==> src/cbd_pkg.sv <==
package cbd_pkg;

  // Register byte offsets on the APB side.
  localparam logic [7:0] OFF_SEL = 8'h00;
  localparam logic [7:0] OFF_ADDR = 8'h04;
  localparam logic [7:0] OFF_RANGE = 8'h08;
  localparam logic [7:0] OFF_CTRL = 8'h0c;
  localparam logic [7:0] OFF_STAT = 8'h10;
  localparam logic [7:0] OFF_CHAN = 8'h14;
  localparam logic [7:0] OFF_INFO = 8'h18;

  // Control byte fields, as vector positions (printed bit 0 is the leftmost).
  localparam int CTL_IRQ = 7;
  localparam int CTL_VALID = 6;
  localparam int CTL_LB = 5;

  // Status byte 7 fields.
  localparam int S7_IRQ = 6;
  localparam int S7_DONE = 4;
  localparam int S7_PRG5 = 2;
  localparam int S7_PRG6 = 1;

  // Status byte 6 fields.
  localparam int S6_RESID = 5;
  localparam int S6_NAK = 2;
  localparam int S6_PERR = 1;
  localparam int S6_UERR = 0;

  // Channel control register fields.
  localparam int CHN_STOP = 0;
  localparam int CHN_TX = 1;
  localparam int CHN_LVL = 2;
  localparam int LVL_W = 3;

  // Reset value of every descriptor byte.
  localparam logic [7:0] BYTE_RST = 8'h00;

  // Byte lane enables on the word-wide memory bus.
  localparam logic [1:0] BE_LEFT = 2'b10;
  localparam logic [1:0] BE_RIGHT = 2'b01;

  // Engine states, Gray coded along idle, memory, completion.
  typedef enum logic [1:0] {
    CBD_IDLE = 2'b00,
    CBD_MEM = 2'b01,
    CBD_CPL = 2'b11
  } cbd_state_e;

endpackage

==> src/cbd_engine.sv <==
// Summary of operation
// - Buffer may start and end on the left or right byte of a word.
// - Buffer bytes are handled in ascending address order, first character lowest.
// - Address field advances only when a character physically moves.
// - Range field drops by one on every load or store, skipped or physical, made while it is nonzero.
// - Next-block instruction advances the active pointer, activating that descriptor.
// - Active descriptor is engine-only; program sees only valid and last-block bits.
// - Receive: address points at the byte for the next received character.
// - Transmit: address points at the next byte to fetch.
// - Processing runs until range is zero, or ends early by next-block or stop on receive or transmit.
// - Remaining range equals the bytes never transferred.
// - Completion writes both status bytes and sets the complete flag.
// - Next-block while a descriptor is active completes that descriptor.
// - Program bits 5 and 6 are copied into completed status byte 7.
// - Software stop command completes the current descriptor.
// - Memory negative acknowledge completes the descriptor and sets status 6 bit 5.
// - Parity error on returned data completes and sets status 6 bit 6.
// - Uncorrected memory error completes and sets status 6 bit 7.
// - One character moves per transfer step between program and buffer.
// - Completing a used descriptor clears its valid bit.
// - Interrupt on completion if requested and a level is assigned.
// - Control write clears status; usable only after address/range and control writes.
module cbd_engine #(
  parameter int NDESC = 4,
  parameter int AW = 24,
  parameter int RW = 16
) (
  input wire logic pclk,
  input wire logic presetn,
  input wire logic psel,
  input wire logic penable,
  input wire logic pwrite,
  input wire logic [7:0] paddr,
  input wire logic [31:0] pwdata,
  output logic [31:0] prdata,
  output logic pready,
  output logic pslverr,
  output logic mem_req,
  output logic mem_we,
  output logic [AW-2:0] mem_addr,
  output logic [1:0] mem_be,
  output logic [15:0] mem_wdata,
  input wire logic [15:0] mem_rdata,
  input wire logic mem_ack,
  input wire logic mem_nak,
  input wire logic mem_perr,
  input wire logic mem_uerr,
  output logic cp_ready,
  input wire logic cp_load,
  input wire logic cp_store,
  input wire logic cp_phys,
  input wire logic [7:0] cp_wchar,
  input wire logic cp_next_block,
  input wire logic [1:0] cp_lt_bits,
  output logic [7:0] cp_rchar,
  output logic cp_done,
  output logic cp_valid,
  output logic cp_last_block,
  output logic cp_last_char,
  output logic irq_req,
  output logic [cbd_pkg::LVL_W-1:0] irq_level
);

  localparam int IW = $clog2(NDESC);

  ////////////////////////////////////////////////////////////////////////////
  // Declarations.

  cbd_pkg::cbd_state_e st_q;
  logic [AW-1:0] d_addr_q [NDESC];
  logic [RW-1:0] d_rng_q [NDESC];
  logic [7:0] d_ctl_q [NDESC];
  logic [7:0] d_s6_q [NDESC];
  logic [7:0] d_s7_q [NDESC];
  logic d_ar_q [NDESC];
  logic [IW-1:0] sel_q;
  logic [IW-1:0] act_q;
  logic chan_tx_q;
  logic [cbd_pkg::LVL_W-1:0] lvl_q;
  logic stop_q;
  logic cpl_nb_q;
  logic [2:0] cpl_err_q;
  logic [1:0] lt_q;
  logic [31:0] prdata_q;
  logic [31:0] rd_d;
  logic apb_err;
  logic apb_wr;
  logic act_valid;
  logic rdy;
  logic cmd;
  logic acc;
  logic nb_go;
  logic nb_skip;
  logic stop_go;
  logic fail_any;
  logic [2:0] fail_v;
  logic [AW-1:0] act_addr;
  logic [RW-1:0] act_rng;
  logic done_q;
  logic last_char_q;
  logic irq_q;
  logic mem_req_q;
  logic mem_we_q;
  logic [AW-2:0] mem_addr_q;
  logic [1:0] mem_be_q;
  logic [15:0] mem_wdata_q;
  logic [7:0] rchar_q;

  ////////////////////////////////////////////////////////////////////////////
  // Helper functions.

  // Picks the byte lane enables from the lowest address bit.
  function automatic logic [1:0] cbd_lane(input logic a0);
    cbd_lane = a0 ? cbd_pkg::BE_RIGHT : cbd_pkg::BE_LEFT;
  endfunction

  // Steps a descriptor index around the ring.
  function automatic logic [IW-1:0] cbd_next(input logic [IW-1:0] ix);
    cbd_next = ix + 1'b1;
  endfunction

  ////////////////////////////////////////////////////////////////////////////
  // Command decode for the channel program port.

  // The program only sees valid and last-block of the active descriptor.
  assign act_valid = d_ctl_q[act_q][cbd_pkg::CTL_VALID];
  assign act_addr = d_addr_q[act_q];
  assign act_rng = d_rng_q[act_q];
  assign rdy = (st_q == cbd_pkg::CBD_IDLE) && !stop_q;
  assign cmd = rdy && (cp_load || cp_store) && !cp_next_block;
  assign acc = cmd && act_valid;
  assign nb_go = rdy && cp_next_block && act_valid;
  assign nb_skip = rdy && cp_next_block && !act_valid;
  assign stop_go = (st_q == cbd_pkg::CBD_IDLE) && stop_q && act_valid;
  // Parity only matters on data coming back to the engine.
  assign fail_v = {mem_nak, mem_perr && !mem_we_q, mem_uerr};
  assign fail_any = (st_q == cbd_pkg::CBD_MEM) && (|fail_v);

  ////////////////////////////////////////////////////////////////////////////
  // APB slave: zero wait states, error on unmapped or active-owned targets.

  assign apb_wr = psel && penable && pwrite && !apb_err;

  // Decodes the address and refuses setup writes to the active descriptor.
  always_comb begin
    apb_err = 1'b0;
    rd_d = '0;
    case (paddr)
      cbd_pkg::OFF_SEL: rd_d[IW-1:0] = sel_q;
      cbd_pkg::OFF_ADDR: begin
        rd_d[AW-1:0] = d_addr_q[sel_q];
        apb_err = pwrite && sel_q == act_q && act_valid;
      end
      cbd_pkg::OFF_RANGE: begin
        rd_d[RW-1:0] = d_rng_q[sel_q];
        apb_err = pwrite && sel_q == act_q && act_valid;
      end
      cbd_pkg::OFF_CTRL: begin
        rd_d[7:0] = d_ctl_q[sel_q];
        apb_err = pwrite && sel_q == act_q && act_valid;
      end
      cbd_pkg::OFF_STAT: rd_d[15:0] = {d_s7_q[sel_q], d_s6_q[sel_q]};
      cbd_pkg::OFF_CHAN: begin
        rd_d[cbd_pkg::CHN_TX] = chan_tx_q;
        rd_d[cbd_pkg::CHN_LVL +: cbd_pkg::LVL_W] = lvl_q;
      end
      cbd_pkg::OFF_INFO: begin
        rd_d[IW-1:0] = act_q;
        rd_d[IW] = act_valid;
        rd_d[IW+2 -: 2] = st_q;
      end
      default: apb_err = 1'b1;
    endcase
  end

  // Read data is captured in the setup phase and shown in the access phase.
  always_ff @(posedge pclk or negedge presetn) begin
    if (!presetn) begin
      prdata_q <= '0;
    end else if (psel && !penable) begin
      prdata_q <= rd_d;
    end
  end

  assign prdata = prdata_q;
  assign pready = 1'b1;
  assign pslverr = psel && penable && apb_err;

  // Channel control: direction, interrupt level and selector.
  always_ff @(posedge pclk or negedge presetn) begin
    if (!presetn) begin
      chan_tx_q <= 1'b0;
      lvl_q <= '0;
      sel_q <= '0;
    end else if (apb_wr) begin
      if (paddr == cbd_pkg::OFF_CHAN) begin
        chan_tx_q <= pwdata[cbd_pkg::CHN_TX];
        lvl_q <= pwdata[cbd_pkg::CHN_LVL +: cbd_pkg::LVL_W];
      end
      if (paddr == cbd_pkg::OFF_SEL) begin
        sel_q <= pwdata[IW-1:0];
      end
    end
  end

  // A new stop wins over the consumption of an older one.
  always_ff @(posedge pclk or negedge presetn) begin
    if (!presetn) begin
      stop_q <= 1'b0;
    end else begin
      stop_q <= (apb_wr && paddr == cbd_pkg::OFF_CHAN && pwdata[cbd_pkg::CHN_STOP])
                || (stop_q && st_q != cbd_pkg::CBD_IDLE);
    end
  end

  ////////////////////////////////////////////////////////////////////////////
  // Engine state machine.

  // Idle takes one command, memory waits for the answer, completion lasts a cycle.
  always_ff @(posedge pclk or negedge presetn) begin
    if (!presetn) begin
      st_q <= cbd_pkg::CBD_IDLE;
    end else begin
      case (st_q)
        cbd_pkg::CBD_IDLE: begin
          if (nb_go || stop_go) begin
            st_q <= cbd_pkg::CBD_CPL;
          end else if (acc && cp_phys) begin
            st_q <= cbd_pkg::CBD_MEM;
          end
        end
        cbd_pkg::CBD_MEM: begin
          if (fail_any) begin
            st_q <= cbd_pkg::CBD_CPL;
          end else if (mem_ack) begin
            st_q <= cbd_pkg::CBD_IDLE;
          end
        end
        cbd_pkg::CBD_CPL: st_q <= cbd_pkg::CBD_IDLE;
        default: st_q <= cbd_pkg::CBD_IDLE;
      endcase
    end
  end

  // Records why the active descriptor is being completed.
  always_ff @(posedge pclk or negedge presetn) begin
    if (!presetn) begin
      cpl_nb_q <= 1'b0;
      cpl_err_q <= '0;
      lt_q <= '0;
    end else if (nb_go || stop_go) begin
      cpl_nb_q <= nb_go;
      cpl_err_q <= '0;
      lt_q <= nb_go ? cp_lt_bits : 2'b00;
    end else if (fail_any) begin
      cpl_nb_q <= 1'b0;
      cpl_err_q <= fail_v;
      lt_q <= '0;
    end
  end

  // Active pointer moves on a next-block, at once or after completing.
  always_ff @(posedge pclk or negedge presetn) begin
    if (!presetn) begin
      act_q <= '0;
    end else if (nb_skip || (st_q == cbd_pkg::CBD_CPL && cpl_nb_q)) begin
      act_q <= cbd_next(act_q);
    end
  end

  ////////////////////////////////////////////////////////////////////////////
  // Descriptor store: software setup and engine updates.

  // Setup writes go to the selected entry, engine updates to the active one.
  always_ff @(posedge pclk or negedge presetn) begin
    if (!presetn) begin
      for (int i = 0; i < NDESC; i++) begin
        d_addr_q[i] <= '0;
        d_rng_q[i] <= '0;
        d_ctl_q[i] <= cbd_pkg::BYTE_RST;
        d_s6_q[i] <= cbd_pkg::BYTE_RST;
        d_s7_q[i] <= cbd_pkg::BYTE_RST;
        d_ar_q[i] <= 1'b0;
      end
    end else begin
      if (apb_wr && paddr == cbd_pkg::OFF_ADDR) begin
        d_addr_q[sel_q] <= pwdata[AW-1:0];
        d_ar_q[sel_q] <= 1'b1;
      end
      if (apb_wr && paddr == cbd_pkg::OFF_RANGE) begin
        d_rng_q[sel_q] <= pwdata[RW-1:0];
        d_ar_q[sel_q] <= 1'b1;
      end
      if (apb_wr && paddr == cbd_pkg::OFF_CTRL) begin
        d_ctl_q[sel_q] <= pwdata[7:0];
        d_ctl_q[sel_q][cbd_pkg::CTL_VALID] <= pwdata[cbd_pkg::CTL_VALID]
                                              && d_ar_q[sel_q];
        d_s6_q[sel_q] <= cbd_pkg::BYTE_RST;
        d_s7_q[sel_q] <= cbd_pkg::BYTE_RST;
      end
      if (acc && act_rng != '0) begin
        d_rng_q[act_q] <= act_rng - 1'b1;
      end
      if (st_q == cbd_pkg::CBD_MEM && mem_ack && !fail_any) begin
        d_addr_q[act_q] <= act_addr + 1'b1;
      end
      if (st_q == cbd_pkg::CBD_CPL) begin
        d_s7_q[act_q][cbd_pkg::S7_DONE] <= 1'b1;
        d_s7_q[act_q][cbd_pkg::S7_PRG5] <= lt_q[1];
        d_s7_q[act_q][cbd_pkg::S7_PRG6] <= lt_q[0];
        d_s7_q[act_q][cbd_pkg::S7_IRQ] <= d_ctl_q[act_q][cbd_pkg::CTL_IRQ]
                                          && lvl_q != '0;
        d_s6_q[act_q][cbd_pkg::S6_NAK] <= cpl_err_q[2];
        d_s6_q[act_q][cbd_pkg::S6_PERR] <= cpl_err_q[1];
        d_s6_q[act_q][cbd_pkg::S6_UERR] <= cpl_err_q[0];
        d_s6_q[act_q][cbd_pkg::S6_RESID] <= chan_tx_q ? d_ctl_q[act_q][cbd_pkg::CTL_LB]
                                            : act_rng != '0;
        d_ctl_q[act_q][cbd_pkg::CTL_VALID] <= 1'b0;
      end
    end
  end

  ////////////////////////////////////////////////////////////////////////////
  // Memory bus master for single characters.

  // Request fields are held steady until the memory answers.
  always_ff @(posedge pclk or negedge presetn) begin
    if (!presetn) begin
      mem_req_q <= 1'b0;
      mem_we_q <= 1'b0;
      mem_addr_q <= '0;
      mem_be_q <= '0;
      mem_wdata_q <= '0;
    end else if (acc && cp_phys) begin
      mem_req_q <= 1'b1;
      mem_we_q <= cp_store;
      mem_addr_q <= act_addr[AW-1:1];
      mem_be_q <= cbd_lane(act_addr[0]);
      mem_wdata_q <= {cp_wchar, cp_wchar};
    end else if (st_q == cbd_pkg::CBD_MEM && (mem_ack || fail_any)) begin
      mem_req_q <= 1'b0;
    end
  end

  assign mem_req = mem_req_q;
  assign mem_we = mem_we_q;
  assign mem_addr = mem_addr_q;
  assign mem_be = mem_be_q;
  assign mem_wdata = mem_wdata_q;

  // Fetched character comes from the lane that was requested.
  always_ff @(posedge pclk or negedge presetn) begin
    if (!presetn) begin
      rchar_q <= '0;
    end else if (st_q == cbd_pkg::CBD_MEM && mem_ack && !fail_any && !mem_we_q) begin
      rchar_q <= (mem_be_q == cbd_pkg::BE_RIGHT) ? mem_rdata[7:0]
                 : mem_rdata[15:8];
    end
  end

  ////////////////////////////////////////////////////////////////////////////
  // Channel program answers.

  // One done pulse per accepted instruction.
  always_ff @(posedge pclk or negedge presetn) begin
    if (!presetn) begin
      done_q <= 1'b0;
    end else begin
      done_q <= (cmd && !(act_valid && cp_phys)) || nb_skip
                || (st_q == cbd_pkg::CBD_MEM && (mem_ack || fail_any))
                || (st_q == cbd_pkg::CBD_CPL && cpl_nb_q);
    end
  end

  // Last character flag follows the range reaching zero.
  always_ff @(posedge pclk or negedge presetn) begin
    if (!presetn) begin
      last_char_q <= 1'b0;
    end else if (acc) begin
      last_char_q <= act_rng <= RW'(1);
    end
  end

  // Completion interrupt pulse at the assigned level.
  always_ff @(posedge pclk or negedge presetn) begin
    if (!presetn) begin
      irq_q <= 1'b0;
    end else begin
      irq_q <= st_q == cbd_pkg::CBD_CPL && d_ctl_q[act_q][cbd_pkg::CTL_IRQ]
               && lvl_q != '0;
    end
  end

  assign cp_ready = rdy;
  assign cp_rchar = rchar_q;
  assign cp_done = done_q;
  assign cp_valid = act_valid;
  assign cp_last_block = act_valid && d_ctl_q[act_q][cbd_pkg::CTL_LB];
  assign cp_last_char = last_char_q;
  assign irq_req = irq_q;
  assign irq_level = lvl_q;
endmodule

==> config.mk <==
export PLATFORM = sky130hd
export DESIGN_NAME = cbd_engine
export DESIGN_NICKNAME = d
export VERILOG_FILES = /design/src/cbd_pkg.sv /design/src/cbd_engine.sv
export SDC_FILE = /design/constraint.sdc
export NUM_CORES = 1
export LEC_CHECK = 0
export BUFFER_PORTS_ARGS = -buffer_cell sky130_fd_sc_hd__buf_2
export CAP_MARGIN = 30
export CORE_UTILIZATION = 55
export DETAILED_ROUTE_END_ITERATION = 10
export GPL_TIMING_DRIVEN = 0
export PLACE_DENSITY = 0.76
export SETUP_SLACK_MARGIN = 0.05
export SLEW_MARGIN = 20
export SYNTH_ARGS = -nofsm -noshare
export SYNTH_HDL_FRONTEND = slang
export SYNTH_SLANG_ARGS = --single-unit
==> constraint.sdc <==
create_clock -name pclk -period 4.3 [get_ports pclk]
set_input_delay 0.215 -clock pclk [delete_from_list [all_inputs] [get_ports pclk]]
set_output_delay 0.215 -clock pclk [all_outputs]
set_load 0.05 [all_outputs]
[After elaboration in Yosys (flattened, before gate mapping)]
Index checks and enable logic that the tools add are counted.
Storage, ports and cells
  register bits after elaboration: 355
  latch bits: 0
  bits in writable memories: 0
  ROM bits: 0
  input port bits: 79
  output and inout bits: 94
  logic and storage cells: 244
  memories: 0
Operators by class
  add/subtract/negate cells: 3
  multiply operators: 0
  div/mod/pow operators: 0
  order comparisons: 5
  eq/ne operators: 12
  shift operators: 0
  mux-type cells: 102
  bitwise logic cells: 10
  reduce and logical (&&, ||, !) cells: 69
Operator list (count)
  $bwmux 32: 9
  $bwmux 96: 2
  $mux 32: 6
  $mux 96: 2
  $mux 24: 6
  $bwmux 64: 2
  $demux 8 s2: 8
  $mux 64: 2
  $and 32x32->32: 3
  $bmux 24 s2: 2
  $demux 24 s2: 2
  $mux 16: 6
  $mux 8: 11
  $bmux 16 s2: 2
  $bmux 8 s2: 4
  $demux 16 s2: 2
  $not 32->32: 2
  $logic_and 1x1->1: 40
  $or 32x32->32: 1
  $add 24x1->24 const B: 1
  $eq 8x5->1 const B: 3
  $pmux 8 s3: 1
  $mux 2: 9
  $pmux 3 s6: 1
  other kinds (37): 74

[Longest topological paths before layout]
Gate-level depths: netlist of the first run.
  depth after elaboration: 15
  gate-level depth with buffers: 13
  mapped depth without buffers: 7

[Worst setup path before layout of the first run]
Ideal clock, no wire load.
  kind: register to register
  from: register st_q[0]
  to: register mem_addr_q[0] (netlist: mem_addr[0])
  setup time: 125 ps
  data arrival time: 3045 ps
  data required time: 4175 ps
  setup slack: 1130 ps
  stages on the path, launching flop included: 7
  path buffers: 2
  period minus slack after synthesis: 3170 ps
  cell sequence: dfrtp_1 -> nor3_1 -> nor4bb_1 -> clkbuf_1 -> nand2_1 -> clkbuf_1 -> mux2_2
On the way
  cells in the longest elaborated chain, start to end: 6
RTL lines
  start, declared: RTL line cbd_engine.sv:69  | cbd_pkg::cbd_state_e st_q;
  start signal, assigned: RTL line cbd_engine.sv:222  | st_q <= cbd_pkg::CBD_IDLE;
  start signal, assigned: RTL line cbd_engine.sv:227  | st_q <= cbd_pkg::CBD_CPL;
  start signal, assigned: RTL line cbd_engine.sv:229  | st_q <= cbd_pkg::CBD_MEM;
  $logic_not 2->1: RTL line cbd_engine.sv:129  | assign rdy = (st_q == cbd_pkg::CBD_IDLE) && !stop_q;
  $logic_and 1x1->1: RTL line cbd_engine.sv:129
  net cp_ready: RTL line cbd_engine.sv:48  | output logic cp_ready,
  $logic_and 1x1->1 (2 in a row): RTL line cbd_engine.sv:130  | assign cmd = rdy && (cp_load || cp_store) && !cp_next_block;
  $logic_and 1x1->1: RTL line cbd_engine.sv:131  | assign acc = cmd && act_valid;
  $logic_and 1x1->1: RTL line cbd_engine.sv:334  | end else if (acc && cp_phys) begin
  end signal, assigned: RTL line cbd_engine.sv:337  | mem_addr_q <= act_addr[AW-1:1];
  end, declared: RTL line cbd_engine.sv:104  | logic [AW-2:0] mem_addr_q;
The timed path passes the listed nets, and every way through them passes these cells.
A chain may end at the register's enable or synchronous reset.

[Worst setup path in the final report of the first run]
  from: register act_q[1]
  to: register d_addr_q[92] (netlist bit)
On the way
  elaborated cells between the ends (all ways): 23
  those cells by class: add/sub: 1; order compare: 2; eq/ne: 1; mux: 12; bitwise: 1; reduce/logical: 6
RTL lines
  start, declared: RTL line cbd_engine.sv:77  | logic [IW-1:0] act_q;
  start signal, assigned: RTL line cbd_engine.sv:267  | act_q <= cbd_next(act_q);
  $not 2->3 (not written as such): RTL line cbd_engine.sv:127  | assign act_addr = d_addr_q[act_q];
  $bmux 24 s2: RTL line cbd_engine.sv:127
  $mux 24 (not written as such) (2 in a row): RTL line cbd_engine.sv:127
  net act_addr[0]: RTL line cbd_engine.sv:97  | logic [AW-1:0] act_addr;
  $add 24x1->24: RTL line cbd_engine.sv:305  | d_addr_q[act_q] <= act_addr + 1'b1;
  $bwmux 96: RTL line cbd_engine.sv:305
  $mux 96: RTL line cbd_engine.sv:304  | if (st_q == cbd_pkg::CBD_MEM && mem_ack && !fail_any) begin
  end signal, assigned by index: RTL line cbd_engine.sv:287  | d_addr_q[sel_q] <= pwdata[AW-1:0];
  end signal, assigned by index: RTL line cbd_engine.sv:305
  end, declared: RTL line cbd_engine.sv:70  | logic [AW-1:0] d_addr_q [NDESC];
The timed path passes the listed nets, and every way through them passes these cells. The select of a mux whose other input is x is not followed.

==> flow_summary.yaml, run 1 <==
timing:
  finalSetupTns_ps: 0
  slew_headroom_pct: 27.7
  fin_ws_ps: 186
  hold_slack_ps: -8.40
  setup_viol: 0
  slew_viol_final: 0
  min_period_over_period_pct: 95.7
  rsz0062_at_grt: "false"
  finClkSkew_ps: 14.4
  worst_pin_slew_ps: 1080
  hold_viol: 1
  fmax_mhz: 243
  period_minus_slack_ps: 4110
critical_path:
  worst_ep_required_time_ps: 4690
  crit_path_start_kind: "flip-flop"
  r2r-start: "act_q[1]$_DFFE_PN0P_"
  crit_chain: "buf_4 > buf_2 > buf_2 > mux4_2 > buf_2 > ha_1 > nand4_1 > nor4b_2 > nand3b_1 > xor2_1 > a21oi_1"
  crit_slowest_cell: "nor4b_2"
  cp.arrival_ps: 4500
  worstPathBufferInverterCount: 4
  cpMostUsedCell: "buf_2"
  path_class: "flip-flop to flip-flop"
  startpoint: "act_q[1]$_DFFE_PN0P_"
  slowest_delay_ps: 700
  cp_max_fo: 10
  cp-end-kind: "flip-flop"
  critical_path.top_delay_family: "buffers and inverters"
finish:
  mostFrequentLayoutCell: "dfrtp_1"
  fin_util_pct: 65.0
  final_cell_mix: "dfrtp_1, nand2_1, buf_2, mux2i_1, mux4_2"
  layout.nets: 1916
  nFillCells: 2537
  area_growth_pct: 15.8
  drive_gt1_share_pct: 25.9
global_route:
  antenna_found_initial: 1
  grt_use_total_pct: 34.8
  grt_pass1_vias: 15100
  grt_pass1_wl_um: 91400
  grt_overflow: 0
  grt_max_degree: 99
pwr:
  swShare_pct: 26.7
  p_clk_share_pct: 43.6
  combPwrFrac_pct: 13.4
  p_leak_nw: 9.87
  seq_power_share_pct: 43.0
  p_switching_mw: 2.05
  vdd_drop_max_mv: 0.304
  power.density_nw_per_um2: 352
  p_int_mw: 5.63
routing:
  drt_iter0_drc: 1761
  route.detailed.vias_per_inst: 6.50
  final_antenna_net_count: 0
  num_vias: 15000
  drcViolationCount: 0
  first_pass_iters: 5
  drt_wl_total_um: 60400
  post_drt_wl_per_cell_um: 26.2
die:
  fp.dieArea_um2: 35000
  start_util_pct: 56.1
  io_pins: 173
  fp-row-count: 67
  die_h_um: 187
  die_width_um: 187
  coreArea_um2: 33600
placement:
  dp_hpwl_um: 42500
  io_buffers: 145
  gp_congestion: 1.02
  place_ws_ps: 361
status:
  violations: "hold timing"
  status: "finished, violations left"
clock_network:
  clk_latency_ps: 540
  cts_sinks: 347
  root_buffer: "clkbuf_16"
  clockBufferDepth: 3
  h-tree-depth: 2
  tritoncts: "done"
  path_clk_slew_ps: 60
  cts_buffers: 37
min_path:
  hold_path.class: "input port to flip-flop"
  min-delay-start: "mem_rdata[15]"
run:
  max_cap_violations: 0
logic_synthesis:
  ys_types: 74
  avgSynthCellArea_um2: 11.7
  synth_ff_type: "dfrtp_1"
  synth_edf_count: 0
  ys_seq_area_share_pct: 46.0
  yosysWarnings: 0
  async_flop_share_pct: 100
  syn_inst: 1607
  syn_area_um2: 18900
  synth-seq-cells: 347
-- power by group through the flow --
stage                     Combinational [mW]  Clock (mW)  Sequential [mW]
final                                   1.03        3.35             3.30
after global routing                    1.06        3.48             3.30
after CTS                               1.01        3.36             3.30
after detailed placement               0.991           0             3.36
after global placement                 0.968           0             3.36
after floorplan                        0.582           0             3.36
-- repair_timing --
action | in CTS | in global routing
hold buffers | 24 | 0
resized for setup | 0 | 0
endpoints found under the setup margin | 0 | 0
endpoints found under the hold margin | 107 | 0
buffers inserted | 0 | 0
-- layer usage --
layer	up-vias	wire length (um)	track usage, %	part of all wire (%)
li1	6280	-	-	-
met1	7576	22900	46.1	38
met2	934	27400	53.2	45
met3	198	7010	9.94	12
met4	0	3040	16.2	5.0
met5	-	0	0	0
-- synthesized netlist by cell type (4+ instances only) --
library cell	n	area, um2
and3_1	9	56.3
mux4_2	102	2300
mux4_1	5	131
or3_1	5	31.3
nor2b_1	73	457
xnor2_1	21	184
buf_6	7	78.8
a21oi_1	73	365
nand2_1	188	706
clkbuf_1	76	285
inv_1	12	45.0
nand2b_1	5	31.3
and2_1	22	138
nor4_2	5	62.6
nor2_2	4	25.0
a22o_1	18	158
buf_2	25	125
mux2i_1	168	1680
and3_4	4	45.0
nand3_1	14	70.1
mux2_1	5	56.3
nor2_1	36	135
nand4_1	8	50.1
mux2_2	73	822
a211oi_1	54	405
dfrtp_1	347	8680
buf_12	5	100
buf_4	21	158
o21ai_0	88	440
ha_1	7	87.6
buf_1	11	41.3
o21ai_1	15	75.1
a22oi_1	8	60.1
a31oi_1	7	43.8
nand3b_1	4	30.0
nor3_1	12	60.1
xor2_1	16	140
-- path summary, 6_finish.rpt --
kind,slack (ps),depth (start not counted),to
setup / recovery,190,11,d_addr_q[92]$_DFF_PN0_
hold / removal,-8,3,cp_rchar[7]$_DFFE_PN0P_
setup reg to reg,190,11,d_addr_q[92]$_DFF_PN0_
hold reg to reg,470,2,mem_req$_DFFE_PN0P_
max in group asynchronous,3150,4,d_rng_q[50]$_DFF_PN0_
min in group asynchronous,280,3,asynchronous set/reset pin
-- logic make-up after synthesis --
| family | count (synthesis) | share of synthesized area, % |
|---|---|---|
| AO/OA/AOI/OAI | 290 | 9.50 |
| XOR/XNOR | 37 | 1.72 |
| adder cells (fa/ha/maj) | 7 | 0.464 |
| buffers and inverters | 159 | 4.46 |
| flip-flops | 347 | 46.0 |
| multiplexers | 353 | 26.4 |
| other | 2 | 0.0398 |
| AND/OR/NAND/NOR | 412 | 11.4 |
-- through the flow --
| stage | total power [mW] | instances | instance area (um2) |
|---|---|---|---|
| after floorplan | 3.94 | 1614 | 18900 |
| final | 7.68 | 2306 | 21900 |
| after CTS | 7.67 | 2305 | 21900 |
| after global placement | 4.33 | 2207 | 20200 |
| after global routing | 7.85 | 2306 | 21900 |
| after detailed placement | 4.35 | 2215 | 20300 |
-- final cells by class --
| class | count | area [um2] | share of cell area [%] |
|---|---|---|---|
| Timing Repair Buffer | 177 | 1120 | 5.13 |
| Antenna cell | 1 | 2.50 | 0.0114 |
| Clock inverter | 11 | 109 | 0.498 |
| Tap cell | 448 | 561 | 2.56 |
| Buffer | 145 | 793 | 3.63 |
| Clock buffer | 55 | 1170 | 5.33 |
| Inverter | 14 | 52.6 | 0.240 |
| Sequential cell | 347 | 8680 | 39.7 |
| Multi-Input combinational cell | 1108 | 9370 | 42.9 |
-- worst register-to-register path, stage by stage (launching register included) --
cell      delay [ps]
dfrtp_1          500
buf_4            280
buf_2            350
buf_2            410
mux4_2           260
buf_2            280
ha_1             270
nand4_1          210
nor4b_2          700
nand3b_1         190
xor2_1           370
a21oi_1          140
No activity file was read; power rests on OpenSTA's default activity.
==> run 2: changes to the inputs <==
- MAX_ROUTING_LAYER: default -> met4
- TNS_END_PERCENT: default -> 1
==> flow_summary.yaml, run 2 (same netlist as run 1, synthesis figures left out) <==
status:
  status: "complete, no violations"
global_route:
  grt_max_degree: 99
  grt_use_total_pct: 36.2
  antenna_found_initial: 3
  grt_overflow: 0
  grt_pass1_vias: 15200
  grt_pass1_wl_um: 92500
routing:
  num_vias: 14900
  post_drt_wl_per_cell_um: 26.3
  drcViolationCount: 0
  final_antenna_net_count: 0
  first_pass_iters: 8
  drt_iter0_drc: 1641
  route.detailed.vias_per_inst: 6.45
  drt_wl_total_um: 60800
critical_path:
  cp_max_fo: 10
  cp-end-kind: "flip-flop"
  r2r_slack_ps: 230
  crit_path_start_kind: "flip-flop"
  endpoint: "d_addr_q[92]$_DFF_PN0_"
  startpoint: "act_q[1]$_DFFE_PN0P_"
  r2r_end: "d_addr_q[92]$_DFF_PN0_"
  worst_ep_required_time_ps: 4690
  cp.arrival_ps: 4460
  path_class: "flip-flop to flip-flop"
  worst_r2r_path_depth: 11
  r2r-start: "act_q[1]$_DFFE_PN0P_"
timing:
  worst_pin_slew_ps: 1080
  setup_viol: 0
  slew_headroom_pct: 27.8
  rsz0062_at_grt: "false"
  fmax_mhz: 246
  hold_viol: 0
  period_minus_slack_ps: 4070
  min_period_over_period_pct: 94.6
  slew_viol_final: 0
  finClkSkew_ps: 19.0
clock_network:
  postCtsSetupBuffers: 0
  h-tree-depth: 2
  clk_latency_ps: 540
  cts_sinks: 347
  clockBufferDepth: 3
  root_buffer: "clkbuf_16"
  path_clk_slew_ps: 60
  cts_buffers: 40
  tritoncts: "done"
  ctsResizeCount: 0
die:
  fp-row-count: 67
  start_util_pct: 56.1
  io_pins: 173
  die_h_um: 187
  fp.dieArea_um2: 35000
  die_width_um: 187
  coreArea_um2: 33600
placement:
  placed_area_um2: 20300
  io_buffers: 145
  dp_hpwl_um: 42400
  gp_congestion: 1.05
  dp.cells: 2212
finish:
  drive_gt1_share_pct: 25.9
  mostFrequentLayoutCell: "dfrtp_1"
  final-instance-count-excl-fill: 2314
  nFillCells: 2526
  fin_util_pct: 65.3
  area_growth_pct: 16.3
  layout.nets: 1918
  final_cell_mix: "dfrtp_1, nand2_1, buf_2, mux2i_1, mux4_2"
  finalInstanceArea_um2: 21900
pwr:
  power.density_nw_per_um2: 359
  p_leak_nw: 9.91
  vdd_drop_max_mv: 0.285
min_path:
  hold_path.class: "input port to flip-flop"
run:
  max_cap_violations: 0
-- run 2: changes by cell type in the layout (fill, tap and decap cells not counted), sizes merged --
| cell | delta |
|---|---|
| buf | -3 |
| clkbuf | +9 |
| dlygate4sd3 | +1 |
| diode | +2 |
| inv | -1 |
-- run 2: metrics by stage --
stage	worst slack (ps)	hold slack (ps)	setup TNS (ps)	power (mW)
global placement	-3710	440	-1272520	4.34
floorplan	1130	-80.6	0	3.94
global route	69.1	12.8	0	8.05
detailed placement	380	259	0	4.36
CTS	372	0.215	0	7.86
finish	231	5.36	0	7.88
-- run 2: layout make-up --
class | instances | area [um2] | share of cell area (%)
multi-input combinational | 1108 | 9370 | 42.7
sequential | 347 | 8680 | 39.6
buffer | 145 | 793 | 3.61
antenna | 3 | 7.51 | 0.0342
clock buffer | 63 | 1270 | 5.79
clock inverter | 10 | 111 | 0.507
inverter | 14 | 52.6 | 0.239
timing repair buffer | 176 | 1100 | 4.99
tap | 448 | 561 | 2.55
-- run 2: report_power, final --
part / total [mW] / leakage [nW] / internal [mW] / switching, mW
registers: 3.30 / 4.69 / 3.28 / 0.0208
clock network: 3.54 / 0.689 / 2.15 / 1.40
logic: 1.04 / 4.53 / 0.355 / 0.682
-- run 2: timing repair --
item	in CTS	in global routing
setup endpoints to repair	0	0
hold endpoints to repair	101	0
hold buffers	25	0
-- run 2: critical path, stage by stage, from the launching register on --
cell and delay [ps]:
dfrtp_1 490, buf_4 290, buf_2 330, buf_2 410, mux4_2 260, buf_2 280, ha_1 260, nand4_1 220
nor4b_2 700, nand3b_1 190, xor2_1 370, a21oi_1 120
-- run 2: worst min-delay path by stage --
stage | cells after the start | to | start | slack, ps
detailed placement | 1 | asynchronous set/reset pin | presetn | 260
global placement | 2 | lt_q[1]$_DFFE_PN0P_ | cp_lt_bits[1] | 440
floorplan | 0 | asynchronous set/reset pin | presetn | -80
finish | 3 | cp_rchar[5]$_DFFE_PN0P_ | mem_rdata[13] | 5
CTS | 3 | cp_rchar[5]$_DFFE_PN0P_ | mem_rdata[13] | 0.2
global route | 3 | cp_rchar[5]$_DFFE_PN0P_ | mem_rdata[13] | 10
-- run 2: routing by layer --
layer | wire length [um] | track usage, % | vias up
met4 | 2930 | 16.6 | 0
met3 | 6380 | 8.61 | 187
li1 | - | - | 6317
met2 | 27900 | 53.8 | 921
met1 | 23600 | 47.3 | 7507
met5 | 0 | - | -
